`config.mk`:
```
export PLATFORM = sky130hd
export DESIGN_NAME = progctr_stack
export DESIGN_NICKNAME = d
export VERILOG_FILES = /design/src/shared/progctr_pkg.sv /design/src/progctr_stack.sv
export SDC_FILE = /design/constraint.sdc
export NUM_CORES = 1
export LEC_CHECK = 0
export ABC_AREA = 1
export BUFFER_PORTS_ARGS = -buffer_cell sky130_fd_sc_hd__buf_2
export CELL_PAD_IN_SITES_DETAIL_PLACEMENT = 0
export CELL_PAD_IN_SITES_GLOBAL_PLACEMENT = 1
export CORE_MARGIN = 2
export CORE_UTILIZATION = 41
export DETAILED_ROUTE_END_ITERATION = 6
export PLACE_DENSITY = 0.83
export SETUP_SLACK_MARGIN = 0.05
export SYNTH_ARGS = -nofsm -noshare
export SYNTH_HDL_FRONTEND = slang
export SYNTH_SLANG_ARGS = --single-unit
export TNS_END_PERCENT = 5
```
`constraint.sdc`:
```
create_clock -name pclk -period 2.88 [get_ports pclk]
set_input_delay 0.864 -clock pclk [delete_from_list [all_inputs] [get_ports pclk]]
set_output_delay 0.864 -clock pclk [all_outputs]
set_load 0.02 [all_outputs]
```
`src/shared/progctr_pkg.sv`:
```
// constants, register map and field layout of the program counter and return stack unit
package progctr_pkg;

    // counter and stack geometry
    localparam int PC_W       = 15;
    localparam int LOW_W      = 8;
    localparam int HIGH_W     = 7;
    localparam int PTR_W      = 5;
    localparam int DEPTH      = 16;
    localparam int IDX_W      = 4;
    localparam int CALL_OPD_W = 11;
    localparam int BRA_OPD_W  = 9;
    localparam int CALL_HI_LO = 3;

    // reset values and stack pointer limits
    localparam logic [PC_W-1:0]   PC_RESET     = 15'h0000;
    localparam logic [HIGH_W-1:0] LATCH_RESET  = 7'h00;
    localparam logic [PTR_W-1:0]  PTR_RESET    = 5'h1F;
    localparam logic [PTR_W-1:0]  PTR_FULL     = 5'h0F;
    localparam logic [PTR_W-1:0]  PTR_EMPTY    = 5'h1F;
    localparam logic [PC_W-1:0]   VECTOR_RESET = 15'h0004;

    // apb byte addresses, one aligned word per register
    localparam logic [7:0] ADDR_PC_LOW     = 8'h00;
    localparam logic [7:0] ADDR_PC_LATCH   = 8'h04;
    localparam logic [7:0] ADDR_STACK_LOW  = 8'h08;
    localparam logic [7:0] ADDR_STACK_HIGH = 8'h0C;
    localparam logic [7:0] ADDR_STACK_IDX  = 8'h10;
    localparam logic [7:0] ADDR_STACK_CTRL = 8'h14;

    // fields of the stack control and status word
    localparam int BIT_OVF      = 0;
    localparam int BIT_UNF      = 1;
    localparam int BIT_FAULT_EN = 2;

    // one core operation per instruction
    typedef enum logic [3:0] {
        OP_NONE,
        OP_FETCH,
        OP_WRITE_LOW,
        OP_ADD_LOW,
        OP_CALL_ABS,
        OP_CALL_IND,
        OP_BRANCH_ACC,
        OP_BRANCH_IMM,
        OP_RETURN,
        OP_RETURN_LIT,
        OP_RETURN_IRQ,
        OP_IRQ_VECTOR
    } core_op_t;

endpackage : progctr_pkg

```
`src/progctr_stack.sv`:
```
// program counter, high latch and 16-entry return stack with an apb register port
//
// The address map and the APB interface to the registers were decided locally.
`timescale 1ns/100ps

module progctr_stack #(
    parameter int STACK_DEPTH = progctr_pkg::DEPTH,
    parameter logic [progctr_pkg::PC_W-1:0] IRQ_VECTOR = progctr_pkg::VECTOR_RESET
) (
    // apb clock and reset
    input  wire logic                                pclk,
    input  wire logic                                presetn,
    // apb slave
    input  wire logic                                psel,
    input  wire logic                                penable,
    input  wire logic                                pwrite,
    input  wire logic [7:0]                          paddr,
    input  wire logic [31:0]                         pwdata,
    output logic      [31:0]                         prdata,
    output logic                                     pready,
    output logic                                     pslverr,
    // core operation request, one per cycle
    input  wire logic                                op_valid,
    input  wire progctr_pkg::core_op_t               op_code,
    input  wire logic [progctr_pkg::LOW_W-1:0]       op_acc,
    input  wire logic [progctr_pkg::LOW_W-1:0]       op_result,
    input  wire logic [progctr_pkg::CALL_OPD_W-1:0]  op_call_target,
    input  wire logic [progctr_pkg::BRA_OPD_W-1:0]   op_branch_offset,
    // fetch address and status toward the core
    output logic      [progctr_pkg::PC_W-1:0]        fetch_addr,
    output logic      [progctr_pkg::PTR_W-1:0]       stack_index_out,
    output logic                                     stack_overflow_flag,
    output logic                                     stack_underflow_flag,
    output logic                                     stack_reset_req
);

    ////////////////////////////////////////////////////////////////////////////////
    // geometry check

    // the pointer carries exactly one bit above the entry index
    generate
        if (STACK_DEPTH != progctr_pkg::DEPTH) begin : g_bad_depth
            $error("stack depth must equal the five-bit pointer range of sixteen");
        end
    endgenerate

    ////////////////////////////////////////////////////////////////////////////////
    // helpers

    // counter step, wraps within the counter width
    function automatic logic [progctr_pkg::PC_W-1:0] pc_step(input logic [progctr_pkg::PC_W-1:0] pc);
        pc_step = progctr_pkg::PC_W'(pc + 15'h0001);
    endfunction : pc_step

    // entry selected by a pointer value; the top bit only marks over or under run
    function automatic logic [progctr_pkg::IDX_W-1:0] entry_of(input logic [progctr_pkg::PTR_W-1:0] ptr);
        entry_of = ptr[progctr_pkg::IDX_W-1:0];
    endfunction : entry_of

    ////////////////////////////////////////////////////////////////////////////////
    // state

    logic [progctr_pkg::PC_W-1:0]   pc;
    logic [progctr_pkg::HIGH_W-1:0] progctr_high_latch;
    logic [progctr_pkg::PTR_W-1:0]  stack_index;
    logic [progctr_pkg::PC_W-1:0]   stack_mem [progctr_pkg::DEPTH];
    logic                           stack_fault_reset_en;

    logic [progctr_pkg::PC_W-1:0]   next_pc;
    logic [progctr_pkg::PTR_W-1:0]  next_index;
    logic                           do_push;
    logic                           do_pop;
    logic [progctr_pkg::PC_W-1:0]   push_value;
    logic [progctr_pkg::PC_W-1:0]   pc_plus1;
    logic [progctr_pkg::PC_W-1:0]   stack_top;
    logic                           overflow_event;
    logic                           underflow_event;

    logic                           core_busy;
    logic                           apb_access;
    logic                           apb_wr;
    logic                           addr_mapped;
    logic [progctr_pkg::LOW_W-1:0]  progctr_low_byte;

    assign pc_plus1         = pc_step(pc);
    assign stack_top        = stack_mem[entry_of(stack_index)];
    assign progctr_low_byte = pc[progctr_pkg::LOW_W-1:0];
    assign fetch_addr       = pc;
    assign stack_index_out  = stack_index;

    ////////////////////////////////////////////////////////////////////////////////
    // apb handshake

    // the core owns the counter while it issues an operation; apb waits so no write is lost
    assign core_busy  = op_valid && (op_code != progctr_pkg::OP_NONE);
    assign pready     = !core_busy;
    assign apb_access = psel && penable && pready;
    assign apb_wr     = apb_access && pwrite;

    // decode of the six words
    always_comb begin
        case (paddr)
            progctr_pkg::ADDR_PC_LOW,
            progctr_pkg::ADDR_PC_LATCH,
            progctr_pkg::ADDR_STACK_LOW,
            progctr_pkg::ADDR_STACK_HIGH,
            progctr_pkg::ADDR_STACK_IDX,
            progctr_pkg::ADDR_STACK_CTRL: addr_mapped = 1'b1;
            default:                      addr_mapped = 1'b0;
        endcase
    end

    assign pslverr = apb_access && !addr_mapped;

    ////////////////////////////////////////////////////////////////////////////////
    // next counter and stack action

    // one operation per cycle; the decoder never issues two at once
    always_comb begin
        next_pc    = pc;
        do_push    = 1'b0;
        do_pop     = 1'b0;
        push_value = pc_plus1;
        if (op_valid) begin
            case (op_code)
                progctr_pkg::OP_FETCH: begin
                    next_pc = pc_plus1;
                end
                progctr_pkg::OP_WRITE_LOW: begin
                    next_pc = {progctr_high_latch, op_result};
                end
                progctr_pkg::OP_ADD_LOW: begin
                    // eight-bit sum: the carry is dropped, tables must not cross a block
                    next_pc = {progctr_high_latch, progctr_pkg::LOW_W'(pc[progctr_pkg::LOW_W-1:0] + op_acc)};
                end
                progctr_pkg::OP_CALL_ABS: begin
                    next_pc = {progctr_high_latch[progctr_pkg::HIGH_W-1:progctr_pkg::CALL_HI_LO],
                               op_call_target};
                    do_push = 1'b1;
                end
                progctr_pkg::OP_CALL_IND: begin
                    next_pc = {progctr_high_latch, op_acc};
                    do_push = 1'b1;
                end
                progctr_pkg::OP_BRANCH_ACC: begin
                    next_pc = progctr_pkg::PC_W'(pc_plus1 + {7'h00, op_acc});
                end
                progctr_pkg::OP_BRANCH_IMM: begin
                    next_pc = progctr_pkg::PC_W'(pc_plus1
                              + {{(progctr_pkg::PC_W-progctr_pkg::BRA_OPD_W){op_branch_offset[progctr_pkg::BRA_OPD_W-1]}},
                                 op_branch_offset});
                end
                progctr_pkg::OP_RETURN,
                progctr_pkg::OP_RETURN_LIT,
                progctr_pkg::OP_RETURN_IRQ: begin
                    next_pc = stack_top;
                    do_pop  = 1'b1;
                end
                progctr_pkg::OP_IRQ_VECTOR: begin
                    // the interrupted instruction has not run, so it is the return address
                    next_pc    = IRQ_VECTOR;
                    push_value = pc;
                    do_push    = 1'b1;
                end
                default: begin
                    next_pc = pc;
                end
            endcase
        end
    end

    // pointer steps: up before the push write, down after the pop read
    always_comb begin
        if (do_push) begin
            next_index = progctr_pkg::PTR_W'(stack_index + 5'h01);
        end else if (do_pop) begin
            next_index = progctr_pkg::PTR_W'(stack_index - 5'h01);
        end else begin
            next_index = stack_index;
        end
    end

    // a push from a full stack or a pop from an empty one
    assign overflow_event  = do_push && (stack_index == progctr_pkg::PTR_FULL);
    assign underflow_event = do_pop && (stack_index == progctr_pkg::PTR_EMPTY);

    ////////////////////////////////////////////////////////////////////////////////
    // program counter

    // core loads first; software low-byte writes only land while the core is idle
    always_ff @(posedge pclk or negedge presetn) begin
        if (!presetn) begin
            pc <= progctr_pkg::PC_RESET;
        end else if (core_busy) begin
            pc <= next_pc;
        end else if (apb_wr && paddr == progctr_pkg::ADDR_PC_LOW) begin
            pc <= {progctr_high_latch, pwdata[progctr_pkg::LOW_W-1:0]};
        end
    end

    // high latch: software only, no stack action touches it
    always_ff @(posedge pclk or negedge presetn) begin
        if (!presetn) begin
            progctr_high_latch <= progctr_pkg::LATCH_RESET;
        end else if (apb_wr && paddr == progctr_pkg::ADDR_PC_LATCH) begin
            progctr_high_latch <= pwdata[progctr_pkg::HIGH_W-1:0];
        end
    end

    ////////////////////////////////////////////////////////////////////////////////
    // stack pointer and entries

    // pointer, moved by the core or set by software to reach any entry
    always_ff @(posedge pclk or negedge presetn) begin
        if (!presetn) begin
            stack_index <= progctr_pkg::PTR_RESET;
        end else if (core_busy) begin
            stack_index <= next_index;
        end else if (apb_wr && paddr == progctr_pkg::ADDR_STACK_IDX) begin
            stack_index <= pwdata[progctr_pkg::PTR_W-1:0];
        end
    end

    // entries: no reset, the index wraps so a seventeenth push reuses entry zero
    always_ff @(posedge pclk) begin
        if (core_busy && do_push) begin
            stack_mem[entry_of(next_index)] <= push_value;
        end else if (apb_wr && paddr == progctr_pkg::ADDR_STACK_LOW) begin
            stack_mem[entry_of(stack_index)][progctr_pkg::LOW_W-1:0] <= pwdata[progctr_pkg::LOW_W-1:0];
        end else if (apb_wr && paddr == progctr_pkg::ADDR_STACK_HIGH) begin
            stack_mem[entry_of(stack_index)][progctr_pkg::PC_W-1:progctr_pkg::LOW_W] <=
                pwdata[progctr_pkg::HIGH_W-1:0];
        end
    end

    ////////////////////////////////////////////////////////////////////////////////
    // fault flags and reset request

    // sticky flags; a fresh event beats a software clear in the same cycle
    always_ff @(posedge pclk or negedge presetn) begin
        if (!presetn) begin
            stack_overflow_flag <= 1'b0;
        end else if (overflow_event) begin
            stack_overflow_flag <= 1'b1;
        end else if (apb_wr && paddr == progctr_pkg::ADDR_STACK_CTRL && !pwdata[progctr_pkg::BIT_OVF]) begin
            stack_overflow_flag <= 1'b0;
        end
    end

    always_ff @(posedge pclk or negedge presetn) begin
        if (!presetn) begin
            stack_underflow_flag <= 1'b0;
        end else if (underflow_event) begin
            stack_underflow_flag <= 1'b1;
        end else if (apb_wr && paddr == progctr_pkg::ADDR_STACK_CTRL && !pwdata[progctr_pkg::BIT_UNF]) begin
            stack_underflow_flag <= 1'b0;
        end
    end

    // fault reset enable; clear by default so the stack wraps
    always_ff @(posedge pclk or negedge presetn) begin
        if (!presetn) begin
            stack_fault_reset_en <= 1'b0;
        end else if (apb_wr && paddr == progctr_pkg::ADDR_STACK_CTRL) begin
            stack_fault_reset_en <= pwdata[progctr_pkg::BIT_FAULT_EN];
        end
    end

    // one-cycle request to the reset logic, registered to keep it glitch free
    always_ff @(posedge pclk or negedge presetn) begin
        if (!presetn) begin
            stack_reset_req <= 1'b0;
        end else begin
            stack_reset_req <= stack_fault_reset_en && (overflow_event || underflow_event);
        end
    end

    ////////////////////////////////////////////////////////////////////////////////
    // read data

    // registered read data, captured at the edge that ends the setup phase
    always_ff @(posedge pclk or negedge presetn) begin
        if (!presetn) begin
            prdata <= 32'h0000_0000;
        end else if (psel && !penable && !pwrite) begin
            case (paddr)
                progctr_pkg::ADDR_PC_LOW:     prdata <= {24'h00_0000, progctr_low_byte};
                progctr_pkg::ADDR_PC_LATCH:   prdata <= {25'h000_0000, progctr_high_latch};
                progctr_pkg::ADDR_STACK_LOW:  prdata <= {24'h00_0000, stack_top[progctr_pkg::LOW_W-1:0]};
                progctr_pkg::ADDR_STACK_HIGH: prdata <= {25'h000_0000, stack_top[progctr_pkg::PC_W-1:progctr_pkg::LOW_W]};
                progctr_pkg::ADDR_STACK_IDX:  prdata <= {27'h000_0000, stack_index};
                progctr_pkg::ADDR_STACK_CTRL: prdata <= {29'h0000_0000, stack_fault_reset_en,
                                                         stack_underflow_flag, stack_overflow_flag};
                default:                      prdata <= 32'h0000_0000;
            endcase
        end
    end

endmodule : progctr_stack

```
Word-level counts from Yosys, hierarchy flattened
Memories as Yosys holds them, arrays and structs flattened. Cells that the tools add are included.

Bits in registers: 63. Memory bits (writable): 240. Input bits: 86. Output and inout bits: 57. Word-level logic and storage cells: 107. Memories: 1.

Add/sub/neg operators: 6. Equality and inequality tests: 21. Muxes and demuxes: 32. Reductions and logical operators: 38.

Memories: stack_mem (words 16, bits a word 15, read ports 1, clocked after memory_dff 0, write ports 1, RTL line progctr_stack.sv:66) `logic [progctr_pkg::PC_W-1:0] stack_mem [progctr_pkg::DEPTH];`.

Operators with widths (number): $pmux 15 s9 (1); $mux 15 (6); $pmux 8 s6 (1); $mux 5 (4); $logic_and 1x1->1 (19); $mux 1 (18); $eq 4x3->1 const B (4); $eq 4x4->1 const B (4); $eq 8x4->1 const B (2); $eq 8x5->1 const B (2); $add 15x1->15 const B (1); $add 15x15->15 (1); $add 15x8->15 (1); $reduce_or 15->1 (1); $ne 10x1->1 const B (1); $add 8x8->8 (1); $eq 4x2->1 const B (2); $eq 8x3->1 const B (1); $logic_not 8->1 (1); $reduce_bool 2->1 (4); $logic_not 1->1 (6); $reduce_or 3->1 (2); $reduce_or 6->1 (1); $add 5x1->5 const B (1); other kinds (12) (12).

Longest topological paths before layout
Gate-level depths: netlist (run 1).

Depth in word-level cells: 12. Depth in mapped cells: 22. Depth with buffers taken out: 21.

Worst setup path before layout (run 1)
OpenSTA, ideal clock, no wires.

Path kind: input to output. Start: input port op_code[3]. End: output port pslverr. Arrival time: 2267 ps. Required time: 2016 ps. Setup slack: -251 ps. Stages on the path: 6. Buffers on the path: 1. Cells stage by stage: nor2_1 -> a21oi_2 -> inv_4 -> clkbuf_1 -> nand3_1 -> nor3_1.

Cells in the longest elaborated chain, start to end: 5.

RTL lines: from (decl) (RTL line progctr_stack.sv:24) `input wire progctr_pkg::core_op_t op_code,`; $reduce_bool 4->1 (RTL line progctr_stack.sv:95) `assign core_busy = op_valid && (op_code != progctr_pkg::OP_NONE);`; $logic_and 1x1->1 (RTL line progctr_stack.sv:95); $logic_not 1->1 (RTL line progctr_stack.sv:96) `assign pready = !core_busy;`; named net pready (RTL line progctr_stack.sv:20) `output logic pready,`; $logic_and 1x1->1 (RTL line progctr_stack.sv:97) `assign apb_access = psel && penable && pready;`; $logic_and 1x1->1 (RTL line progctr_stack.sv:113) `assign pslverr = apb_access && !addr_mapped;`; to (decl) (RTL line progctr_stack.sv:21) `output logic pslverr,`.

The timed path passes the listed nets, and every way through them passes these cells.

Worst setup path after layout (run 1)
Start: input port op_code[1]. End: output port pslverr.

Cells in the longest elaborated chain, start to end: 5.

RTL lines (RTL line): $reduce_bool 4->1 (progctr_stack.sv:95); $logic_and 1x1->1 (progctr_stack.sv:95); $logic_not 1->1 (progctr_stack.sv:96); $logic_and 1x1->1 (progctr_stack.sv:97); $logic_and 1x1->1 (progctr_stack.sv:113).

Every way passes these cells.

==> key figures, run 1 <==
Floorplanning
  – Core region area: between 0.03 and 0.04 mm^2
  – Die Y: 194 um
  – IO Count: between 100 and 150
  – Placement row count: between 60 and 70
  – Die X: between 150 and 200 um
  – Initial Utilization: 41.6%
  – Die ar.: roughly 0.038 mm^2

STA
  – Layout Skew: 9.63 ps
  – Maximum clock rate: 0.362 GHz
  – RSZ-0062 raised after global routing: yes
  – Max Slew Vio Count: 0
  – WHS: between 400 and 500 ps
  – Setup Viol. Count Final: 0
  – Worst slew pin tran: 965 ps
  – Fin crit share: 95.8%
  – Fin Setup TNS: 0 ps
  – Hold Violations, Final: 0
  – Slew HR: between 30 and 40%
  – Final min period: approximately 2800 ps

Route
  – Avg Vias per Cell: roughly 5.3
  – Routed Wire Length: between 40000 and 50000 um
  – DR DRC count: 0
  – WL per Instance: about 19 um
  – Drt pass-1 iters: 5
  – DR iter-0 viols: a little over 1k
  – Final ANT Viol Nets: 0
  – Via count: ~13k

Clocking
  – Clk root buf: clkbuf_16
  – Worst-path clk slew: around 70 ps
  – CTS Sinks: around 280
  – CTS H-tree depth: 1
  – Worst skew pair latency: around 550 ps
  – Max Root-Sink Buffers: 3
  – TritonCTS Buffers: 28
  – CTS tree: done
  – # hold bufs at CTS: 0

Finish
  – Commonest non-fill, non-tap cell in the layout: nand2_1
  – Layout area overhead: 20.5%
  – Final Cell Area: around 0.018 mm^2
  – Final nets: roughly 2.0k
  – Fin util: 50.2%
  – Final cell count without fillers: 2383
  – # fillers: 3263
  – Most frequent cells in the layout: nand2_1, nor2_1, edfxtp_1
  – Diodes inserted: 0
  – Share of cells above drive strength 1: about a fifth

Power
  – Lkg Pwr: 0.00748 uW
  – Clock power frac: 28.7%
  – Combinational Power Share: about a third
  – Pwr/cell area: around 730 mW/mm^2
  – Share of power burned in registers: a little under two fifths
  – Sw Share: a little over a third
  – Sw power: 4660 uW
  – Pint: 8370 uW
  – VDD IR max: 524 uV

Worst setup path
  – Worst Path Buf+Inv: 4
  – Worst-path cell chain: buf_2 -> buf_4 -> nor2_1 -> a21oi_2 -> inv_4 -> nand3_1 -> nor3_2 -> buf_2
  – Slowest stage delay, CP: between 150 and 200 ps
  – Critical path's top delay family: buffers and inverters
  – Critical path depth in cells: 8
  – Crit-path slowest cell: buf_2
  – Beginning of the critical path: op_code[1]
  – Reg-to-reg startpoint: fetch_addr[0]$_DFFE_PN0P_
  – Worst R2R Path Depth: 19
  – RR Endpoint: fetch_addr[14]$_DFFE_PN0P_
  – Worst R2R Setup Slack: about 290 ps
  – Critical Path Sink: pslverr
  – Most used cell, CP: buf_2
  – Crit path DAT: approximately 1900 ps
  – Worst-path maximum fanout: 4
  – CP endpoint kind: output pin
  – Setup crit start kind: input port
  – CP Class: input port to output pin
  – Critical path required time: between 2000 and 2500 ps

Placement
  – Dpl hpwl: 31800 um
  – Placed cells: 2329
  – Placed cell area: between 0.015 and 0.02 mm^2
  – Gpl congestion: around 0.91
  – Port bufs: 94

Yosys
  – Synthesis warning total: 0
  – Cells after Synth: 1689
  – Synth Flop Type: edfxtp_1
  – Asr flop ratio synth: around 14%
  – Yosys reg bits: 279
  – Synth unique cells: 47
  – Register area share after synthesis: between 50% and 60%
  – Post-synth EDFFs: 240
  – Synthesized area: about 0.015 mm^2
  – Avg Inst Size Synth: about 8.8 um^2

Global routing
  – Initial antenna violation count: 0
  – Largest net degree at the start of global routing: 92
  – Grt total ovfl: 0
  – Total track usage: between 20% and 30%
  – First-pass GRT wire length: roughly 68000 um
  – Vias in the first global route: roughly 12k

Hold path
  – HP Class: input port to asynchronous set/reset pin

Status
  – Status: completed

Run
  – Max Cap Viol: 0
==> sequential cells by signal, summed over array words and instances (netlist names) <==
| signal | count |
|---|---|
| fetch_addr | 15 |
| stack_index_out | 5 |
| stack_fault_reset_en | 1 |
| stack_underflow_flag | 1 |
| prdata | 8 |
| progctr_high_latch | 7 |
| stack_reset_req | 1 |
| stack_mem | 240 |
| stack_overflow_flag | 1 |
==> cell type report <==
class                           count  area [um^2]  area share [%]
Multi-Input combinational cell   1200         5830            32.7
Inverter                          142          536            3.00
Timing Repair Buffer              249         1750            9.79
Clock buffer                       40          796            4.46
Tap cell                          461          577            3.23
Clock inverter                     12          168           0.939
Sequential cell                   279         8200            45.9
==> kinds of logic after synthesis <==
family / Yosys count / synth area share [%]
simple gates: 811 / 22.3
compound gates: 321 / 11.7
flops: 279 / 55.3
buf+inv: 233 / 7.06
fa+ha+maj: 29 / 2.55
xor+xnor: 12 / 0.862
mux: 3 / 0.228
other cells: 1 / 0.0253
==> per-layer routing <==
metal  track usage [%]  part of all wire (%)
met1              32.5                    43
met4              8.16                   3.9
met5                 0                     0
met3              3.22                   7.7
met2              36.8                    45
==> worst reg2reg max path: stages (launching register included) <==
cell and delay, ps:
dfrtp_2 420, ha_2 220, nand3_1 130, nor2_2 190, nand4_1 120, xor2_1 200, inv_1 120, ha_4 290
nand2_1 80, nor2_2 110, nand2_1 60, inv_1 50, nand2_1 50, nand2_1 110, inv_1 50, nand2_1 50
nand3_1 70, nand2_1 60, nand2_1 50, a21oi_1 110
==> cells in the mapped netlist (3+ instances only) <==
master / count / area, um^2
buf_1: 4 / 15.0
ha_1: 27 / 338
or2_2: 4 / 25.0
nor2_2: 3 / 18.8
mux2_2: 3 / 33.8
nor2_1: 295 / 1110
xor2_1: 7 / 61.3
o211ai_1: 11 / 82.6
clkbuf_1: 30 / 113
o22ai_1: 29 / 181
inv_2: 11 / 41.3
nand4_1: 19 / 119
nand2_1: 389 / 1460
buf_2: 22 / 110
edfxtp_1: 240 / 7210
inv_1: 127 / 477
o21ai_0: 192 / 961
nor3_1: 13 / 65.1
dfrtp_1: 34 / 851
a21oi_1: 70 / 350
dfstp_2: 5 / 131
o21bai_1: 3 / 22.5
buf_6: 4 / 45.0
clkinv_1: 3 / 11.3
nand2_2: 9 / 56.3
o21ai_1: 3 / 15.0
buf_4: 29 / 218
a31oi_1: 3 / 18.8
nand3_1: 68 / 340
xor2_2: 3 / 48.8
nand3b_1: 6 / 45.0
==> metrics by stage <==
step	setup WS, ps	power [uW]
2_1_floorplan	-75.5	7550
3_3_place_gp	-247	9170
3_5_place_dp	-275	9230
4_1_cts	88.0	13000
5_1_grt	11.8	13700
6_report	121	13000
==> power by group through the flow <==
stage,Combinational [uW],Clock (uW),Sequential [uW]
CTS,4320,3800,4850
global placement,4230,0,4930
detailed placement,4300,0,4940
global route,4890,3950,4870
floorplan,2580,0,4970
finish,4430,3740,4860
==> what timing repair did <==
action	4_1_cts	5_1_grt
gates resized for setup	1	28
hold endpoints to repair	0	0
cloned	0	0
setup endpoints to repair	1	10
setup buffers	0	2
pin swaps	0	2
==> worst min path at each step <==
stage / from / to / cells past startpoint
6_report: presetn / fetch_addr[6]$_DFFE_PN0P_ / 1
5_1_grt: presetn / fetch_addr[6]$_DFFE_PN0P_ / 1
4_1_cts: presetn / fetch_addr[5]$_DFFE_PN0P_ / 1
3_5_place_dp: prdata[2]$_DFFE_PN0P_ / prdata[2]$_DFFE_PN0P_ / 2
3_3_place_gp: prdata[5]$_DFFE_PN0P_ / prdata[5]$_DFFE_PN0P_ / 2
2_1_floorplan: stack_fault_reset_en$_DFFE_PN0P_ / stack_reset_req$_DFF_PN0_ / 2
No activity file was read; power rests on OpenSTA's default activity.
==> run 2, diff against run 1 <==
--- a/config.mk
+++ b/config.mk
@@ -9,7 +9,6 @@
 export BUFFER_PORTS_ARGS = -buffer_cell sky130_fd_sc_hd__buf_2
 export CELL_PAD_IN_SITES_DETAIL_PLACEMENT = 0
 export CELL_PAD_IN_SITES_GLOBAL_PLACEMENT = 1
-export CORE_MARGIN = 2
 export CORE_UTILIZATION = 41
 export DETAILED_ROUTE_END_ITERATION = 6
 export PLACE_DENSITY = 0.83
==> run 2 against run 1 <==
Compared with the run above: cell area fell by 0.59%; largest cell class unchanged; first-iteration DRC count rose by 9.6%; highest routed layer is now met5; non-clock buffer count fell by 3; die area fell by 2.1%; final cell count barely moved; critical path depth fell by 6; largest power group unchanged; critical path type is now flop to output pin.
==> key figures, run 2 (synthesis results as in run 1) <==
Worst setup path
  – Critical path required time: 2020 ps (about the same)
  – RR Endpoint: stack_mem[9][13]$_DFFE_PP_
  – Worst R2R Setup Slack: 220 ps (-70 ps)
  – CP Class: flop to output pin
  – Crit path DAT: 1890 ps (about the same)
  – Reg-to-reg startpoint: stack_index_out[0]$_DFFE_PN1P_
  – CP endpoint kind: output pin
  – Worst R2R Path Depth: 9 (-10)
  – Critical Path Sink: stack_index_out[0]
  – Beginning of the critical path: stack_index_out[0]$_DFFE_PN1P_
  – Setup crit start kind: flop
  – Worst-path maximum fanout: 106 (+102)

Finish
  – Layout area overhead: 19.8%
  – Largest register FFs: 240 (unchanged)
  – Final cell count without fillers: 2381 (-0.084%)
  – Most flops, register: stack_mem
  – Share of cells above drive strength 1: 19.8% (+0.073 points)
  – # fillers: 3353 (+2.8%)
  – Diodes inserted: 0 (unchanged)
  – Commonest non-fill, non-tap cell in the layout: nand2_1
  – Most frequent cells in the layout: nand2_1, nor2_1, edfxtp_1
  – Final nets: 2013 (-0.099%)

STA
  – Max Slew Vio Count: 0 (unchanged)
  – WHS: 244 ps (-207 ps)
  – Worst slew pin tran: 750 ps (-215 ps)
  – Setup Viol. Count Final: 0 (unchanged)
  – Maximum clock rate: 0.363 GHz (+0.14%)
  – Fin crit share: 95.7% (-0.14 points)
  – Layout Skew: 20.4 ps (+10.8 ps)
  – Hold Violations, Final: 0 (unchanged)
  – Fin Setup TNS: 0 ps (unchanged)
  – RSZ-0062 raised after global routing: yes
  – Slew HR: 49.7% (+14 points)
  – Setup ws final: 125 ps (+3.89 ps)
  – Final min period: 2750 ps (-3.89 ps)

Route
  – Final ANT Viol Nets: 0 (unchanged)
  – Via count: 12.4k (-1.1%)
  – DR DRC count: 0 (unchanged)
  – Avg Vias per Cell: 5.21 (-1.0%)
  – WL per Instance: 18.8 um (+1.3%)
  – Routed Wire Length: 44700 um (+1.2%)
  – Drt pass-1 iters: 5 (unchanged)
  – DR iter-0 viols: 1108 (+9.6%)

Power
  – Pwr/cell area: 730 mW/mm^2 (about the same)
  – Pint: 8260 uW (-1.2%)
  – Combinational Power Share: 34.4% (+0.4 points)
  – Clock power frac: 28.1% (-0.6 points)
  – Sw Share: 36.2% (+0.46 points)
  – Share of power burned in registers: 37.5% (+0.2 points)
  – Lkg Pwr: 0.00742 uW (-0.75%)
  – VDD IR max: 525 uV (+0.12%)
  – Sw power: 4690 uW (+0.76%)

Placement
  – Placed cells: 2328 (-0.043%)
  – DP Worst Slack: -344 ps (-69.2 ps)
  – Dpl hpwl: 32000 um (+0.58%)
  – Gpl congestion: 0.952 (+4.7%)
  – Port bufs: 94 (unchanged)

Clocking
  – Worst-path clk slew: 60 ps (about the same)
  – TritonCTS Buffers: 29 (+3.6%)
  – Max Root-Sink Buffers: 3 (unchanged)
  – CTS tree: done
  – Worst skew pair latency: 560 ps (about the same)
  – Clk root buf: clkbuf_16
  – CTS Sinks: 279 (unchanged)
  – CTS H-tree depth: 1 (unchanged)
  – # hold bufs at CTS: 0 (unchanged)

Status
  – Status: completed

Global routing
  – Grt total ovfl: 0 (unchanged)
  – Initial antenna violation count: 1 (+1)
  – Largest net degree at the start of global routing: 107 (+16%)
  – Total track usage: 24.4% (+1.2 points)
  – Vias in the first global route: 11.7k (-1.8%)
  – First-pass GRT wire length: 67400 um (-0.75%)

Floorplanning
  – IO Count: 143 (unchanged)
  – Core region area: 0.0356 mm^2 (unchanged)
  – Initial Utilization: 41.6% (unchanged)
  – Die ar.: 0.0369 mm^2 (-2.1%)
  – Placement row count: 69 (unchanged)
  – Die X: 192 um (-1.0%)
  – Die Y: 192 um (-1.0%)

Hold path
  – HP Class: input port to asynchronous set/reset pin

Run
  – Max Cap Viol: 0 (unchanged)
## run 2: cell types whose count changed in the layout (fill, tap and decap cells not counted), moves of 2 or more
| cell | change |
|---|---|
| nor2_2 | +2 |
| nand3_2 | +2 |
| nand3_1 | -2 |
| clkbuf_1 | -6 |
| clkinv_2 | +3 |
| buf_12 | -5 |
| buf_4 | +2 |
| clkbuf_8 | -5 |
| clkinv_4 | -4 |
| clkinv_1 | +9 |
| clkinvlp_4 | +3 |
## run 2: power groups by stage
stage               Clock [uW]  Sequential [uW]  Combinational, uW
detailed placement           0             4940               4330
CTS                       3690             4850               4350
floorplan                    0             4970               2580
finish                    3640             4860               4450
global route              3860             4870               4930
global placement             0             4930               4280
## run 2: layout make-up
type | instances | area (um^2) | area share [%]
timing repair buffer | 246 | 1660 | 9.37
inverter | 142 | 536 | 3.02
tap | 461 | 577 | 3.25
sequential | 279 | 8200 | 46.2
multi-input combinational | 1200 | 5840 | 32.9
clock inverter | 23 | 196 | 1.11
clock buffer | 30 | 729 | 4.11
## run 2: through the flow
step / instance area [um^2] / total power, uW / utilization, %
5_1_grt: 17700 / 13700 / 49.9
3_5_place_dp: 16700 / 9270 / 46.9
2_1_floorplan: 14900 / 7550 / -
6_report: 17700 / 13000 / 49.9
4_1_cts: 17600 / 12900 / 49.5
3_3_place_gp: 16700 / 9210 / 46.9
## run 2: worst max-delay path: stages (launching register included)
cell and delay, ps:
dfstp_4 630, buf_12 370, buf_2 260
## run 2: worst min path at each step
| stage | start | cells past startpoint | slack [ps] | to |
|---|---|---|---|---|
| CTS | presetn | 1 | 230 | fetch_addr[14]$_DFFE_PN0P_ |
| detailed placement | prdata[1]$_DFFE_PN0P_ | 2 | 460 | prdata[1]$_DFFE_PN0P_ |
| global placement | prdata[2]$_DFFE_PN0P_ | 2 | 460 | prdata[2]$_DFFE_PN0P_ |
| global route | presetn | 1 | 240 | fetch_addr[14]$_DFFE_PN0P_ |
| finish | presetn | 1 | 240 | fetch_addr[14]$_DFFE_PN0P_ |
| floorplan | stack_fault_reset_en$_DFFE_PN0P_ | 2 | 480 | stack_reset_req$_DFF_PN0_ |
## run 2: metal layers
metal	share of wire (%)	global-route usage (%)
met1	44	33.4
met2	45	39.0
met4	3.2	7.78
met5	0.043	0
met3	7.5	4.39
## run 2: what timing repair did
| item | CTS | global route |
|---|---|---|
| pin swaps | 0 | 5 |
| cloned | 0 | 0 |
| gates resized for setup | 3 | 32 |
| setup buffers | 0 | 1 |
| endpoints found under the setup margin | 2 | 10 |
